==> src/shared/purc_pkg.sv <==
// Constants and types shared by the start-up sequencer files.
package purc_pkg;
    // =====================================================================
    // Clocking
    // =====================================================================
    localparam int unsigned REF_CLK_HZ      = 20_000_000;
    localparam int unsigned RC_CLK_HZ       = 8_000_000;
    localparam int unsigned START_CLK_HZ    = 1_000_000;
    localparam int unsigned RC_DIV          = 8;
    // Reference cycles per start-up clock period.
    localparam int unsigned START_PERIOD_CYC = REF_CLK_HZ / START_CLK_HZ;
    localparam int unsigned RC_PERIOD_CYC    = REF_CLK_HZ / RC_CLK_HZ;
    localparam int unsigned DIV_W            = 5;
    localparam logic [DIV_W-1:0] START_DIV_LAST = DIV_W'(START_PERIOD_CYC - 1);
    localparam logic [DIV_W-1:0] DIV_RESET      = 5'h00;
    // =====================================================================
    // Power settle timing and other shared constants
    // =====================================================================
    localparam int unsigned SETTLE_TIME_US  = 10;
    localparam int unsigned SETTLE_W        = 16;
    localparam int unsigned NGCLK           = 8;
    localparam int unsigned WDT_GCLK_IDX    = 2;
    localparam logic [NGCLK-1:0] GCLK_EN_RESET = 8'h04;
    localparam logic [NGCLK-1:0] GCLK_EN_NONE  = 8'h00;
    localparam logic [31:0] RESET_ADDR      = 32'h0000_0000;
    localparam logic [31:0] SP_ADDR         = 32'h0000_0000;
    localparam logic [31:0] PC_ADDR         = 32'h0000_0004;
    localparam int unsigned NPIN            = 32;
    localparam int unsigned SYNC_W          = 2;
    localparam logic [SYNC_W-1:0] SYNC_RESET = 2'h0;
    localparam logic [7:0]  SYSDIV_NONE     = 8'h00;
    localparam int unsigned SWD_SEL_W       = 2;
    localparam logic [SWD_SEL_W-1:0] PINMUX_PORT    = 2'h0;
    localparam logic [SWD_SEL_W-1:0] PINMUX_SWD     = 2'h1;
    localparam logic [SWD_SEL_W-1:0] PINMUX_CRYSTAL = 2'h2;

    typedef enum logic [2:0] {
        PURC_OFF,
        PURC_SETTLE,
        PURC_SYNC_REL,
        PURC_FETCH_SP,
        PURC_FETCH_PC,
        PURC_RUN
    } purc_state_t;
endpackage

==> src/hw/purc_top.sv <==
// Power-up reset and start-up clock sequencer.
`timescale 1ns/1ps
// Summary of operation
// - Hold chip in reset until all supplies settle, then run at 1 MHz.
// - Start-up clock is the 8 MHz RC oscillator divided by eight.
// - Generic clock generator 0 clocks the power manager from start-up.
// - Enabled synchronous system clocks are undivided and fed from generator 0.
// - All generic clocks start disabled except the watchdog generic clock.
// - All I/O pins are tri-stated after power-up until software configures.
// - On release the processor fetches SP from address zero and PC from address four.
// - Analog supply power-on monitor is always active and resets the chip.
// - Core supply brown-out monitor starts watching once start-up completes.
// - Debugger attach switches the debug data pin to its SWDIO function.
// - Crystal pins bypass the port mux; system controller selects them.
// - Regulator offers normal mode and a low-power mode for standby.
// - Bus addresses are never remapped, so reset fetch targets flash.
module purc_top (
    input  wire logic                        ref_clk_i,
    input  wire logic                        resetn_i,
    input  wire logic                        analog_supply_ok_i,
    input  wire logic                        core_supply_ok_i,
    input  wire logic                        core_supply_brownout_i,
    input  wire logic                        debugger_attach_i,
    input  wire logic                        crystal_pin_sel_i,
    input  wire logic                        standby_i,
    input  wire logic                        regulator_lp_sel_i,
    output logic                             chip_resetn_o,
    output logic                             start_clk_en_o,
    output logic                             gclk0_src_rc_o,
    output logic                             power_manager_clk_en_o,
    output logic [7:0]                       sysclk_div_o,
    output logic [purc_pkg::NGCLK-1:0]       gclk_en_o,
    output logic [purc_pkg::NPIN-1:0]        pin_oe_n_o,
    output logic [purc_pkg::SWD_SEL_W-1:0]   swdio_pin_sel_o,
    output logic [purc_pkg::SWD_SEL_W-1:0]   crystal_pin_sel_o,
    output logic                             fetch_req_o,
    output logic [31:0]                      fetch_addr_o,
    output logic                             core_bod_armed_o,
    output logic                             regulator_lp_o
);
    // =====================================================================
    // Parameters
    // =====================================================================
    localparam int unsigned SETTLE_CYC = purc_pkg::SETTLE_TIME_US * purc_pkg::START_CLK_HZ
                                         / 1_000_000;
    localparam logic [purc_pkg::SETTLE_W-1:0] SETTLE_LAST =
        purc_pkg::SETTLE_W'(SETTLE_CYC - 1);

    // =====================================================================
    // Input synchronisers
    // =====================================================================
    logic [4:0] async_in;
    logic [4:0] sync_in;
    logic       ana_ok_s;
    logic       core_ok_s;
    logic       bod_s;
    logic       dbg_s;
    logic       xsel_s;

    assign async_in = {crystal_pin_sel_i, debugger_attach_i, core_supply_brownout_i,
                       core_supply_ok_i, analog_supply_ok_i};

    purc_sync #(.W(5)) u_sync (
        .ref_clk_i (ref_clk_i),
        .resetn_i  (resetn_i),
        .async_i   (async_in),
        .sync_o    (sync_in)
    );

    assign ana_ok_s  = sync_in[0];
    assign core_ok_s = sync_in[1];
    assign bod_s     = sync_in[2];
    assign dbg_s     = sync_in[3];
    assign xsel_s    = sync_in[4];

    // =====================================================================
    // Start-up clock divider
    // =====================================================================
    // The 8 MHz RC is modelled as an enable; eight of its periods make one
    // start-up period, which is twenty reference cycles at 1 MHz.
    logic [purc_pkg::DIV_W-1:0] div_q;
    logic [purc_pkg::DIV_W-1:0] div_d;
    logic                       tick_q;
    logic                       tick_d;

    always_comb begin
        tick_d = (div_q == purc_pkg::START_DIV_LAST);
        if (tick_d) begin
            div_d = purc_pkg::DIV_RESET;
        end else begin
            div_d = div_q + 5'h01;
        end
    end

    always_ff @(posedge ref_clk_i or negedge resetn_i) begin
        if (!resetn_i) begin
            div_q  <= purc_pkg::DIV_RESET;
            tick_q <= 1'b0;
        end else begin
            div_q  <= div_d;
            tick_q <= tick_d;
        end
    end

    // =====================================================================
    // Sequencer
    // =====================================================================
    purc_pkg::purc_state_t      st_q;
    purc_pkg::purc_state_t      st_d;
    logic [purc_pkg::SETTLE_W-1:0] cnt_q;
    logic [purc_pkg::SETTLE_W-1:0] cnt_d;
    logic                       power_good;
    logic                       fault;

    assign power_good = ana_ok_s && core_ok_s;
    // The power-on monitor is honoured in every state, RUN included.
    assign fault = !ana_ok_s || (core_bod_armed_o && bod_s);

    always_comb begin
        st_d  = st_q;
        cnt_d = cnt_q;
        if (fault) begin
            st_d  = purc_pkg::PURC_OFF;
            cnt_d = '0;
        end else begin
            case (st_q)
                purc_pkg::PURC_OFF: begin
                    if (power_good) begin
                        st_d = purc_pkg::PURC_SETTLE;
                    end
                    cnt_d = '0;
                end
                purc_pkg::PURC_SETTLE: begin
                    if (!power_good) begin
                        st_d  = purc_pkg::PURC_OFF;
                        cnt_d = '0;
                    end else if (tick_q) begin
                        if (cnt_q == SETTLE_LAST) begin
                            st_d = purc_pkg::PURC_SYNC_REL;
                        end else begin
                            cnt_d = cnt_q + 16'h0001;
                        end
                    end
                end
                purc_pkg::PURC_SYNC_REL: begin
                    if (tick_q) begin
                        st_d = purc_pkg::PURC_FETCH_SP;
                    end
                end
                purc_pkg::PURC_FETCH_SP: begin
                    if (tick_q) begin
                        st_d = purc_pkg::PURC_FETCH_PC;
                    end
                end
                purc_pkg::PURC_FETCH_PC: begin
                    if (tick_q) begin
                        st_d = purc_pkg::PURC_RUN;
                    end
                end
                purc_pkg::PURC_RUN: begin
                    st_d = purc_pkg::PURC_RUN;
                end
                default: begin
                    st_d = purc_pkg::PURC_OFF;
                end
            endcase
        end
    end

    always_ff @(posedge ref_clk_i or negedge resetn_i) begin
        if (!resetn_i) begin
            st_q  <= purc_pkg::PURC_OFF;
            cnt_q <= '0;
        end else begin
            st_q  <= st_d;
            cnt_q <= cnt_d;
        end
    end

    // =====================================================================
    // Registered outputs
    // =====================================================================
    logic                             released;
    logic                             chip_resetn_d;
    logic                             fetch_req_d;
    logic [31:0]                      fetch_addr_d;
    logic [purc_pkg::SWD_SEL_W-1:0]   swd_sel_d;
    logic [purc_pkg::SWD_SEL_W-1:0]   xsel_d;
    logic                             bod_arm_d;
    logic                             reg_lp_d;

    assign released = (st_d == purc_pkg::PURC_FETCH_SP) || (st_d == purc_pkg::PURC_FETCH_PC)
                      || (st_d == purc_pkg::PURC_RUN);

    always_comb begin
        chip_resetn_d = released;
        fetch_req_d   = (st_d == purc_pkg::PURC_FETCH_SP) || (st_d == purc_pkg::PURC_FETCH_PC);
        // Address map is fixed: the vector table always comes from flash at zero.
        if (st_d == purc_pkg::PURC_FETCH_PC) begin
            fetch_addr_d = purc_pkg::PC_ADDR;
        end else begin
            fetch_addr_d = purc_pkg::SP_ADDR;
        end
        swd_sel_d = dbg_s ? purc_pkg::PINMUX_SWD : purc_pkg::PINMUX_PORT;
        xsel_d    = xsel_s ? purc_pkg::PINMUX_CRYSTAL : purc_pkg::PINMUX_PORT;
        bod_arm_d = (st_d == purc_pkg::PURC_RUN);
        reg_lp_d  = (st_d == purc_pkg::PURC_RUN) && standby_i && regulator_lp_sel_i;
    end

    always_ff @(posedge ref_clk_i or negedge resetn_i) begin
        if (!resetn_i) begin
            chip_resetn_o          <= 1'b0;
            start_clk_en_o         <= 1'b0;
            gclk0_src_rc_o         <= 1'b1;
            power_manager_clk_en_o <= 1'b0;
            sysclk_div_o           <= purc_pkg::SYSDIV_NONE;
            gclk_en_o              <= purc_pkg::GCLK_EN_RESET;
            pin_oe_n_o             <= '1;
            swdio_pin_sel_o        <= purc_pkg::PINMUX_PORT;
            crystal_pin_sel_o      <= purc_pkg::PINMUX_PORT;
            fetch_req_o            <= 1'b0;
            fetch_addr_o           <= purc_pkg::RESET_ADDR;
            core_bod_armed_o       <= 1'b0;
            regulator_lp_o         <= 1'b0;
        end else begin
            chip_resetn_o          <= chip_resetn_d;
            start_clk_en_o         <= tick_d;
            gclk0_src_rc_o         <= 1'b1;
            power_manager_clk_en_o <= tick_d;
            sysclk_div_o           <= purc_pkg::SYSDIV_NONE;
            gclk_en_o              <= purc_pkg::GCLK_EN_RESET;
            pin_oe_n_o             <= '1;
            swdio_pin_sel_o        <= swd_sel_d;
            crystal_pin_sel_o      <= xsel_d;
            fetch_req_o            <= fetch_req_d;
            fetch_addr_o           <= fetch_addr_d;
            core_bod_armed_o       <= bod_arm_d;
            regulator_lp_o         <= reg_lp_d;
        end
    end

    // =====================================================================
    // Assertions
    // =====================================================================
    a_reset_held_low: assert property (@(posedge ref_clk_i) disable iff (!resetn_i)
        !ana_ok_s |=> !chip_resetn_o)
        else $error("chip reset released while analog supply is low");

    a_start_clk_rate: assert property (@(posedge ref_clk_i) disable iff (!resetn_i)
        start_clk_en_o |=> !start_clk_en_o [*8] ##1 !start_clk_en_o [*8] ##1
                           !start_clk_en_o [*3] ##1 start_clk_en_o)
        else $error("start-up clock enable not one in twenty cycles");

    a_release_aligned: assert property (@(posedge ref_clk_i) disable iff (!resetn_i)
        $rose(chip_resetn_o) |-> $past(tick_q))
        else $error("reset released off a start-up clock edge");

    a_first_fetch_sp: assert property (@(posedge ref_clk_i) disable iff (!resetn_i)
        $rose(chip_resetn_o) |-> fetch_req_o && fetch_addr_o == 32'h0000_0000)
        else $error("first fetch is not the stack pointer at zero");

    a_wdt_only_gclk: assert property (@(posedge ref_clk_i) disable iff (!resetn_i)
        gclk_en_o == 8'h04)
        else $error("generic clock enables differ from the reset set");

    a_pins_tristate: assert property (@(posedge ref_clk_i) disable iff (!resetn_i)
        &pin_oe_n_o)
        else $error("an I/O pin driver is enabled");

    a_swd_follows: assert property (@(posedge ref_clk_i) disable iff (!resetn_i)
        $rose(dbg_s) |=> swdio_pin_sel_o == 2'h1)
        else $error("debugger attach did not select the debug function");

    a_bod_armed_run: assert property (@(posedge ref_clk_i) disable iff (!resetn_i)
        core_bod_armed_o |-> chip_resetn_o && !fetch_req_o)
        else $error("core brown-out armed before start-up completed");

    a_lp_standby: assert property (@(posedge ref_clk_i) disable iff (!resetn_i)
        regulator_lp_o |-> core_bod_armed_o)
        else $error("regulator low-power mode outside run");
endmodule

==> src/hw/purc_sync.sv <==
// Two flip-flop level synchroniser for asynchronous monitor inputs.
`timescale 1ns/1ps
module purc_sync #(
    parameter int unsigned W = 1
) (
    input  wire logic         ref_clk_i,
    input  wire logic         resetn_i,
    input  wire logic [W-1:0] async_i,
    output logic      [W-1:0] sync_o
);
    logic [W-1:0] meta_q;
    logic [W-1:0] sync_q;
    logic [W-1:0] meta_d;
    logic [W-1:0] sync_d;

    always_comb begin
        meta_d = async_i;
        sync_d = meta_q;
    end

    always_ff @(posedge ref_clk_i or negedge resetn_i) begin
        if (!resetn_i) begin
            meta_q <= '0;
            sync_q <= '0;
        end else begin
            meta_q <= meta_d;
            sync_q <= sync_d;
        end
    end

    assign sync_o = sync_q;
endmodule

==> config.mk <==
export PLATFORM = sky130hd
export DESIGN_NAME = purc_top
export DESIGN_NICKNAME = d
export VERILOG_FILES = /design/src/shared/purc_pkg.sv /design/src/hw/purc_top.sv /design/src/hw/purc_sync.sv
export SDC_FILE = /design/constraint.sdc
export NUM_CORES = 1
export LEC_CHECK = 0
export BUFFER_PORTS_ARGS = -buffer_cell sky130_fd_sc_hd__buf_2
export CAP_MARGIN = 0
export CORE_UTILIZATION = 30
export DETAILED_ROUTE_END_ITERATION = 7
export PLACE_DENSITY_LB_ADDON = 0.15
export REMOVE_ABC_BUFFERS = 1
export SETUP_SLACK_MARGIN = 0.4
export SKIP_LAST_GASP = 1
export SLEW_MARGIN = 30
export SYNTH_ARGS = -nofsm -noshare
export SYNTH_HDL_FRONTEND = slang
export SYNTH_SLANG_ARGS = --single-unit
==> constraint.sdc <==
create_clock -name ref_clk_i -period 1.98 [get_ports ref_clk_i]
set_input_delay 0.396 -clock ref_clk_i [delete_from_list [all_inputs] [get_ports ref_clk_i]]
set_output_delay 0.396 -clock ref_clk_i [all_outputs]
set_load 0.005 [all_outputs]
==> results of run 1 <==
critical path, stage by stage (launching register included):
cell                       delay [ns]
sky130_fd_sc_hd__dfrtp_1         0.40
sky130_fd_sc_hd__inv_2           0.08
sky130_fd_sc_hd__ha_4            0.12
sky130_fd_sc_hd__and4bb_2        0.25
sky130_fd_sc_hd__nand4_4         0.12
sky130_fd_sc_hd__a311o_4         0.47
sky130_fd_sc_hd__a31oi_1         0.19
cell usage in the layout (no fill, tap or decap), drive strengths merged, types with 2 or more instances in the layout:
| master | Yosys | final |
|---|---|---|
| conb | 2 | 82 |
| dfrtp | 42 | 42 |
| buf | 85 | 38 |
| inv | 10 | 10 |
| a21oi | 10 | 10 |
| o21ai | 9 | 9 |
| nor2 | 9 | 9 |
| or3 | 8 | 8 |
| a31oi | 8 | 8 |
| nand2 | 7 | 7 |
| nand4 | 6 | 6 |
| clkbuf | 2 | 6 |
| nand2b | 5 | 5 |
| nand3 | 5 | 5 |
| nor3 | 4 | 4 |
| xnor2 | 3 | 3 |
| and3 | 3 | 3 |
| ha | 3 | 3 |
| and4 | 3 | 3 |
| nor4 | 2 | 2 |
| mux2i | 2 | 2 |
| and2 | 2 | 2 |
| o221ai | 2 | 2 |
| o22ai | 2 | 2 |
| nand4bb | 2 | 2 |
| clkinv | 0 | 2 |
final timing paths:
check,from,to,cells after the start
max reg2reg,cnt_q[1],cnt_q[2],6
max,cnt_q[1],cnt_q[2],6
min in group ref_clk_i,debugger_attach_i,u_sync.meta_q[3],1
min,resetn_i,regulator_lp_o,1
max in group asynchronous,resetn_i,cnt_q[0],2
min reg2reg,u_sync.meta_q[4],u_sync.sync_o[4],0
synthesized netlist by cell type (2+ instances only):
cell type and count:
sky130_fd_sc_hd__buf_4 83, sky130_fd_sc_hd__dfrtp_1 42, sky130_fd_sc_hd__a21oi_1 10, sky130_fd_sc_hd__inv_1 9, sky130_fd_sc_hd__nor2_1 9, sky130_fd_sc_hd__a31oi_1 8
sky130_fd_sc_hd__or3_1 8, sky130_fd_sc_hd__nand2_1 7, sky130_fd_sc_hd__o21ai_0 6, sky130_fd_sc_hd__nand2b_1 5, sky130_fd_sc_hd__nand3_1 5, sky130_fd_sc_hd__nand4_1 5
sky130_fd_sc_hd__nor3_1 4, sky130_fd_sc_hd__and3_1 3, sky130_fd_sc_hd__and4_1 3, sky130_fd_sc_hd__ha_1 3, sky130_fd_sc_hd__o21ai_1 3, sky130_fd_sc_hd__xnor2_1 3
sky130_fd_sc_hd__and2_1 2, sky130_fd_sc_hd__buf_2 2, sky130_fd_sc_hd__clkbuf_1 2, sky130_fd_sc_hd__conb_1 2, sky130_fd_sc_hd__mux2i_1 2, sky130_fd_sc_hd__nor4_4 2
sky130_fd_sc_hd__o221ai_2 2, sky130_fd_sc_hd__o22ai_1 2
cell type report:
| class | instances | area (sq um) | share of cell area (%) |
|---|---|---|---|
| Multi-Input combinational cell | 194 | 1229 | 43.98 |
| Inverter | 10 | 37.54 | 1.343 |
| Clock inverter | 2 | 13.76 | 0.4926 |
| Tap cell | 105 | 131.4 | 4.702 |
| Clock buffer | 6 | 72.57 | 2.597 |
| Sequential cell | 42 | 1056 | 37.80 |
| Timing Repair Buffer | 38 | 254.0 | 9.091 |
cell families after synthesis:
family	share of synthesized area (%)
fa+ha+maj	1.471
other cells	0.2944
buf+inv	26.58
flops	41.20
mux	0.7847
simple gates	16.18
compound gates	12.11
xor+xnor	1.373
where the power goes:
part           internal (mW)  switching, mW
Clock                  0.249          0.299
Combinational         0.0199         0.0737
Sequential             0.870        0.00680
flip-flops by register name (all words and copies together), names as in the netlist:
register,cells
div_q,5
core_bod_armed_o,1
cnt_q,16
st_q,3
swdio_pin_sel_o,1
fetch_req_o,1
crystal_pin_sel_o,1
u_sync.meta_q,5
u_sync.sync_o,5
chip_resetn_o,1
fetch_addr_o,1
power_manager_clk_en_o,1
regulator_lp_o,1
repair_timing:
action / 4_1_cts / 5_1_grt
resized for setup: 14 / 17
endpoints found under the setup margin: 15 / 21
pin swaps: 12 / 12
endpoints found under the hold margin: 0 / 0
hold buffers: 0 / 0
buffers inserted: 7 / 3
per-layer routing:
layer | vias up | wire length, microns
met5 | - | 0
met4 | 0 | 49
met3 | 5 | 149
met2 | 51 | 2181
met1 | 779 | 2133
li1 | 788 | -
==> impl_metrics.env, run 1 <==
export IMPL_run_status="complete, no violations"
export IMPL_min_period_over_period_pct=86.56
export IMPL_ant_nets=0
export IMPL_post_synth_instance_area_sq_um=2551
export IMPL_fmaxAchievable_mhz=583.5
export IMPL_dieHeight_microns=94.22
export IMPL_synth_distinct_cells=47
export IMPL_globalRoute_busiestLayer="met2"
export IMPL_die_width_microns=94.22
export IMPL_cts_buffer_depth=2
export IMPL_detailed_route_vias_per_instance=4.088
export IMPL_worst_hold_path_type="input pin to async pin"
export IMPL_synth_area_leaders="sky130_fd_sc_hd__dfrtp_1 41%, sky130_fd_sc_hd__buf_4 24%, sky130_fd_sc_hd__a21oi_1 2.0%"
export IMPL_grt_pass1_wl_microns=7472
export IMPL_die_area_sq_um=8876
export IMPL_core_area_sq_um=8217
export IMPL_io_pin_count=100
export IMPL_global_route_overflow_total=0
export IMPL_cp_max_fo=8
export IMPL_worstSetupEndpointType="register"
export IMPL_layout_drive_gt1_share_pct=26.71
export IMPL_synth_enable_flop_cells=0
export IMPL_cts_max_level=2
export IMPL_syn_mean_instance_area_sq_um=10.08
export IMPL_vias_in_the_first_global_route=1453
export IMPL_nets=303
export IMPL_grt_use_met1_pct=15.42
export IMPL_timing_final_crit_period_ns=1.714
export IMPL_hpwlAfterDp_microns=3263
export IMPL_p_per_area_nw_per_um2=543.4
export IMPL_p_total_mw=1.518
export IMPL_start_util_pct=31.05
export IMPL_cap_viol_max_count=0
export IMPL_arrival_ns=1.92
export IMPL_placement_cell_area_sq_um=2510
export IMPL_final_hold_violation_count=0
export IMPL_vias=1623
export IMPL_routed_wire_length_per_instance_microns=11.37
export IMPL_final_setup_skew_ns=0.008469
export IMPL_criticalPathCategory="register to register"
export IMPL_clk_pin_slew_ns=0.08
export IMPL_grt_met3_usage_pct=2.184
export IMPL_cts_buffers_inserted=5
export IMPL_place_port_buffers=17
export IMPL_finalSetupViolations=0
export IMPL_hold_worst_slack_ns=0.04380
export IMPL_pre_cts_slack_ns=0.1950
export IMPL_diodes=0
export IMPL_synth_ff_latch_count=42
export IMPL_grt_util_met2_pct=16.73
export IMPL_filler_cell_count=833
export IMPL_worstSkewPairLatency_ns=0.29
export IMPL_number_of_standard_cell_rows_in_the_floorplan=33
export IMPL_setup_tns_final_ns=0
export IMPL_synthesis_instances=253
export IMPL_reg2reg_setup_slack_ns=0.27
export IMPL_maxSlewViolCount=0
export IMPL_detail_route_drc_violations=0
export IMPL_critical_path_startpoint_type="register"
export IMPL_place_detailed_instances=379
export IMPL_worst_ir_drop_vdd_uv=401.1
export IMPL_tritoncts="yes"
export IMPL_detailedRoute_firstPassIterationCount=4
export IMPL_grt_start_max_net_pins=20
export IMPL_synthDominantCellAreaShare_pct=41.20
export IMPL_cts_root_buffer_cell="sky130_fd_sc_hd__clkbuf_8"
export IMPL_finalWeightedCongestion=0.7897
export IMPL_share_of_flip_flops_with_an_asynchronous_set_or_reset_after_synthesis_pct=100.0
export IMPL_leakagePower_nw=1.265
export IMPL_cts_sinks=42
export IMPL_utilization_pct=34.00
export IMPL_grt_setup_unrepaired="yes"
export IMPL_layout_cells_non_filler=397
export IMPL_worstPathRequired_ns=2.19
export IMPL_drt_first_iter_violations=77
export IMPL_total_global_route_track_usage_pct=10.91
export IMPL_yosysSeqAreaShare_pct=41.20
export IMPL_layout_setup_ws_ns=0.2662
export IMPL_final_standard_cell_area_without_fillers_sq_um=2794
export IMPL_route_final_wire_length_microns=4513
export IMPL_synth_largest_area_cell="sky130_fd_sc_hd__dfrtp_1"
export IMPL_synth_main_ff_cell="sky130_fd_sc_hd__dfrtp_1"
export IMPL_areaGrowthSynthToFinish_pct=9.514
export IMPL_yosys_warnings=0
export IMPL_grt_antenna_before_repair=0
Note: power is estimated with default switching activity, not from simulation.
==> run 2, diff against run 1 <==
CORE_UTILIZATION = 40   (was 30)
==> impl_metrics.env, run 2 (same netlist as run 1, synthesis figures left out) <==
export IMPL_run_status="complete, no violations"
export IMPL_max_ffs_per_register=16
export IMPL_detailedRoute_firstPassIterationCount=4
export IMPL_leakagePower_nw=1.231
export IMPL_nets=294
export IMPL_die_width_microns=81.86
export IMPL_total_global_route_track_usage_pct=13.32
export IMPL_power_switching_mw=0.3755
export IMPL_cts_buffer_depth=2
export IMPL_drt_first_iter_violations=66
export IMPL_worstPathRequired_ns=2.19
export IMPL_global_route_overflow_total=0
export IMPL_worst_ir_drop_vdd_uv=399.9
export IMPL_worstPathCellList="inv_2, ha_1, and4bb_1, nand4_4, a311o_4, a31oi_1"
export IMPL_path_buf_inv=1
export IMPL_ant_nets=0
export IMPL_power_frac_seq_pct=53.6
export IMPL_fmaxAchievable_mhz=587.3
export IMPL_core_area_sq_um=6026
export IMPL_worstSkewPairLatency_ns=0.29
export IMPL_grt_util_met2_pct=19.50
export IMPL_crit_end="cnt_q[9]"
export IMPL_critical_path_startpoint_type="register"
export IMPL_sw_frac_of_total_pct=22.94
export IMPL_layout_commonest_cell="sky130_fd_sc_hd__conb_1"
export IMPL_p_total_mw=1.637
export IMPL_io_pin_count=100
export IMPL_internal_power_mw=1.262
export IMPL_diodes=0
export IMPL_vias_in_the_first_global_route=1328
export IMPL_routed_wire_length_per_instance_microns=11.69
export IMPL_maxSlewViolCount=0
export IMPL_worstSetupEndpointType="register"
export IMPL_clk_pin_slew_ns=0.08
export IMPL_die_area_sq_um=6701
export IMPL_grt_pass1_wl_microns=6672
export IMPL_cts_max_level=2
export IMPL_finalSetupViolations=0
export IMPL_criticalPathCategory="register to register"
export IMPL_layout_drive_gt1_share_pct=22.61
export IMPL_registers_top_by_ff_count="cnt_q"
export IMPL_cts_root_buffer_cell="sky130_fd_sc_hd__clkbuf_8"
export IMPL_final_hold_violation_count=0
export IMPL_worst_path_stages=6
export IMPL_worst_hold_path_type="input pin to async pin"
export IMPL_arrival_ns=1.92
export IMPL_grt_use_met1_pct=18.77
export IMPL_cp_max_fo=8
export IMPL_pre_cts_slack_ns=0.2533
export IMPL_detail_route_drc_violations=0
export IMPL_route_final_wire_length_microns=4185
export IMPL_finalWeightedCongestion=0.7822
export IMPL_dieHeight_microns=81.86
export IMPL_final_setup_skew_ns=0.007731
export IMPL_vias=1593
export IMPL_start_util_pct=42.34
export IMPL_cells_on_worst_reg2reg_path=6
export IMPL_final_cell_mix="82 x sky130_fd_sc_hd__conb_1, 36 x sky130_fd_sc_hd__dfrtp_1, 17 x sky130_fd_sc_hd__buf_2"
export IMPL_place_port_buffers=17
export IMPL_cp_top_family="compound AO/OA/AOI/OAI gates"
export IMPL_filler_cell_count=612
export IMPL_sequential_cell_area_sq_um=1059
export IMPL_cts_sinks=42
export IMPL_tritoncts="yes"
export IMPL_p_per_area_nw_per_um2=614.3
export IMPL_setup_worst_path_start="cnt_q[1]"
export IMPL_number_of_standard_cell_rows_in_the_floorplan=28
export IMPL_hpwlAfterDp_microns=2948
export IMPL_regToRegStartpoint="cnt_q[1]"
export IMPL_cap_viol_max_count=0
export IMPL_reg2reg_setup_slack_ns=0.28
export IMPL_r2r_end="cnt_q[9]"
export IMPL_grt_start_max_net_pins=24
export IMPL_cts_hold_fix_buffers=0
export IMPL_grt_antenna_before_repair=0
export IMPL_grt_setup_unrepaired="yes"
export IMPL_globalRoute_busiestLayer="met2"
export IMPL_power_frac_comb_pct=5.6
export IMPL_timing_final_crit_period_ns=1.703
export IMPL_grt_met3_usage_pct=3.889
export IMPL_layout_setup_ws_ns=0.2773
export IMPL_areaGrowthSynthToFinish_pct=4.463
export IMPL_min_period_over_period_pct=86.00
export IMPL_cts_buffers_inserted=5
export IMPL_setup_tns_final_ns=0
export IMPL_worst_path_largest_cell_delay_ns=0.47
export IMPL_clock_power_share_pct=40.8
export IMPL_cp_slowest_cell="sky130_fd_sc_hd__a311o_4"
export IMPL_detailed_route_vias_per_instance=4.450
export IMPL_multiInputGateArea_sq_um=1179
[run 2: cell count changes in the layout (fill, tap and decap cells not counted), sizes merged]
| cell | before | now |
|---|---|---|
| clkbuf | 6 | 5 |
| bufinv | 0 | 1 |
| buf | 38 | 29 |
[run 2: worst min path at each step]
stage / start / end
2_1_floorplan: resetn_i / chip_resetn_o
3_3_place_gp: u_sync.sync_o[4] / crystal_pin_sel_o[1]
3_5_place_dp: u_sync.sync_o[4] / crystal_pin_sel_o[1]
4_1_cts: resetn_i / st_q[0]
5_1_grt: resetn_i / st_q[0]
6_report: resetn_i / st_q[0]
[run 2: cell type report]
class                           instances  share of cell area, %
Multi-Input combinational cell        194                  44.23
Sequential cell                        42                  39.72
Inverter                               10                  1.408
Tap cell                               75                  3.521
Clock inverter                          3                  1.502
Timing Repair Buffer                   29                  7.042
Clock buffer                            5                  2.582
[run 2: layer usage]
metal,up-vias,wire (microns)
met3,5,207
met2,52,1928
li1,768,-
met4,0,51
met5,-,0
met1,768,1997
[run 2: timing repair]
item / 4_1_cts / 5_1_grt
pin swaps: 7 / 6
endpoints found under the setup margin: 15 / 18
resized for setup: 9 / 10
setup buffers: 4 / 1
[run 2: per-stage QoR]
| stage | hold WS [ns] | cell area, sq um | std cells | utilization (%) |
|---|---|---|---|---|
| 5_1_grt | 0.07899 | 2665 | 358 | 44.23 |
| 6_report | 0.04660 | 2665 | 358 | 44.23 |
| 4_1_cts | 0.05571 | 2618 | 357 | 43.44 |
| 2_1_floorplan | 0.1004 | 2211 | 246 | - |
| 3_3_place_gp | 0.3325 | 2455 | 345 | 40.74 |
| 3_5_place_dp | 0.3347 | 2455 | 345 | 40.74 |
[run 2: power by group through the flow]
stage	Sequential [mW]	Combinational (mW)	Clock, mW
2_1_floorplan	0.893	0.0502	0
3_3_place_gp	0.895	0.0887	0
3_5_place_dp	0.895	0.0883	0
4_1_cts	0.877	0.0888	0.690
5_1_grt	0.879	0.111	0.726
6_report	0.877	0.0919	0.668
==> run 3, diff against run 2 <==
--- a/constraint.sdc
+++ b/constraint.sdc
@@ -3,2 +3,2 @@
 set_output_delay 0.396 -clock ref_clk_i [all_outputs]
-set_load 0.005 [all_outputs]
+set_load 0.1 [all_outputs]
==> impl_metrics.env, run 3 (same netlist as run 1, synthesis figures left out) <==
export IMPL_final_setup_skew_ns=0.01312
export IMPL_layout_cells_non_filler=360
export IMPL_setup_tns_final_ns=0
export IMPL_max_ffs_per_register=16
export IMPL_die_area_sq_um=6701
export IMPL_worstSetupEndpointType="register"
export IMPL_cp_max_fo=8
export IMPL_ant_nets=0
export IMPL_grt_pass1_wl_microns=6693
export IMPL_cts_max_level=2
export IMPL_vias=1594
export IMPL_cp_slowest_cell="sky130_fd_sc_hd__a311o_4"
export IMPL_grt_start_max_net_pins=24
export IMPL_nets=296
export IMPL_detailed_route_vias_per_instance=4.428
export IMPL_place_port_buffers=17
export IMPL_io_pin_count=100
export IMPL_cells_on_worst_reg2reg_path=5
export IMPL_pre_cts_slack_ns=0.2410
export IMPL_maxSlewViolCount=0
export IMPL_worstPathCellList="ha_1, and4bb_2, nand4_4, a311o_4, a31oi_1"
export IMPL_worst_ir_drop_vdd_uv=723.3
export IMPL_start_util_pct=42.34
export IMPL_run_status="complete, no violations"
export IMPL_regToRegStartpoint="cnt_q[0]"
export IMPL_cap_viol_max_count=0
export IMPL_cts_buffers_inserted=5
export IMPL_cts_buffer_depth=2
export IMPL_place_detailed_instances=344
export IMPL_dieHeight_microns=81.86
export IMPL_diodes=0
export IMPL_min_period_over_period_pct=85.48
export IMPL_reg2reg_setup_slack_ns=0.29
export IMPL_layout_drive_gt1_share_pct=25.61
export IMPL_fmaxAchievable_mhz=590.8
export IMPL_worst_hold_path_type="input pin to async pin"
export IMPL_r2r_end="cnt_q[4]"
export IMPL_critical_path_startpoint_type="register"
export IMPL_cts_sinks=42
export IMPL_tritoncts="yes"
export IMPL_worstPathRequired_ns=2.20
export IMPL_grt_antenna_before_repair=0
export IMPL_cts_root_buffer_cell="sky130_fd_sc_hd__clkbuf_8"
export IMPL_registers_top_by_ff_count="cnt_q"
export IMPL_arrival_ns=1.91
export IMPL_clk_pin_slew_ns=0.09
export IMPL_p_total_mw=2.299
export IMPL_layout_commonest_cell="sky130_fd_sc_hd__conb_1"
export IMPL_number_of_standard_cell_rows_in_the_floorplan=28
export IMPL_finalWeightedCongestion=0.8021
export IMPL_detail_route_drc_violations=0
export IMPL_p_per_area_nw_per_um2=836.8
export IMPL_worst_path_largest_cell_delay_ns=0.48
export IMPL_routed_wire_length_per_instance_microns=11.85
export IMPL_areaGrowthSynthToFinish_pct=7.700
export IMPL_hpwlAfterDp_microns=2965
export IMPL_criticalPathCategory="register to register"
export IMPL_final_cell_mix="82 x sky130_fd_sc_hd__conb_1, 34 x sky130_fd_sc_hd__dfrtp_1, 15 x sky130_fd_sc_hd__buf_2"
export IMPL_timing_final_crit_period_ns=1.693
export IMPL_vias_in_the_first_global_route=1322
export IMPL_worstSkewPairLatency_ns=0.30
export IMPL_route_final_wire_length_microns=4266
export IMPL_core_area_sq_um=6026
export IMPL_filler_cell_count=579
export IMPL_cts_hold_fix_buffers=0
export IMPL_finalSetupViolations=0
export IMPL_leakagePower_nw=1.244
export IMPL_die_width_microns=81.86
export IMPL_layout_setup_ws_ns=0.2875
export IMPL_grt_setup_unrepaired="yes"
export IMPL_total_global_route_track_usage_pct=13.50
export IMPL_global_route_overflow_total=0
export IMPL_final_hold_violation_count=0
export IMPL_detailedRoute_firstPassIterationCount=4
export IMPL_drt_first_iter_violations=116
-- run 3: what timing repair did --
action	4_1_cts	5_1_grt
hold endpoints to repair	0	0
endpoints found under the setup margin	17	20
pin swaps	10	7
resized for setup	13	21
setup buffers	4	4
-- run 3: critical path: cells and delay by family (launching register included) --
kind	cells	cell delay (ns)
AO/OA/AOI/OAI	2	0.68
flip-flops	1	0.42
AND/OR/NAND/NOR	2	0.37
adder cells (fa/ha/maj)	1	0.15
-- run 3: area by class of cell --
class	instances	area, sq um	share of cell area [%]
Multi-Input combinational cell	194	1231	44.81
Timing Repair Buffer	31	215.2	7.832
Tap cell	75	93.84	3.415
Clock inverter	3	40.04	1.457
Sequential cell	42	1061	38.62
Inverter	10	37.54	1.366
Clock buffer	5	68.82	2.505
-- run 3: layer usage --
layer  track usage, %  share of wire, %  wire length, microns  vias to the layer above
met3            3.778               4.6                   197                        5
met1            19.89                48                  2040                      764
met4            4.211              0.98                    42                        0
met2            18.84                47                  1985                       49
met5                0                 0                     0                        -
li1                 -                 -                     -                      776
-- run 3: report_power, final --
| part | internal, mW | switching (mW) | total [mW] |
|---|---|---|---|
| sequential | 0.870 | 0.00790 | 0.878 |
| clock | 0.371 | 0.303 | 0.674 |
| combinational | 0.0218 | 0.725 | 0.747 |
-- run 3: metrics by stage --
step	cell area [sq um]	util (%)	hold slack (ns)
after floorplan	2211	-	0.1004
after global placement	2447	40.61	0.3322
after detailed placement	2447	40.61	0.3373
after CTS	2628	43.60	0.05822
after global routing	2748	45.60	0.08389
final	2748	45.60	0.04357
-- run 3: how the worst max path moves through the flow --
stage / startpoint / slack [ns] / to / cells past startpoint
after global routing: cnt_q[0] / 0.25 / chip_resetn_o / 6
after floorplan: power_manager_clk_en_o / -0.88 / cnt_q[15] / 3
final: cnt_q[0] / 0.29 / cnt_q[4] / 5
after CTS: cnt_q[1] / 0.23 / cnt_q[2] / 6
after global placement: cnt_q[1] / 0.23 / cnt_q[2] / 6
after detailed placement: cnt_q[5] / 0.24 / cnt_q[2] / 4
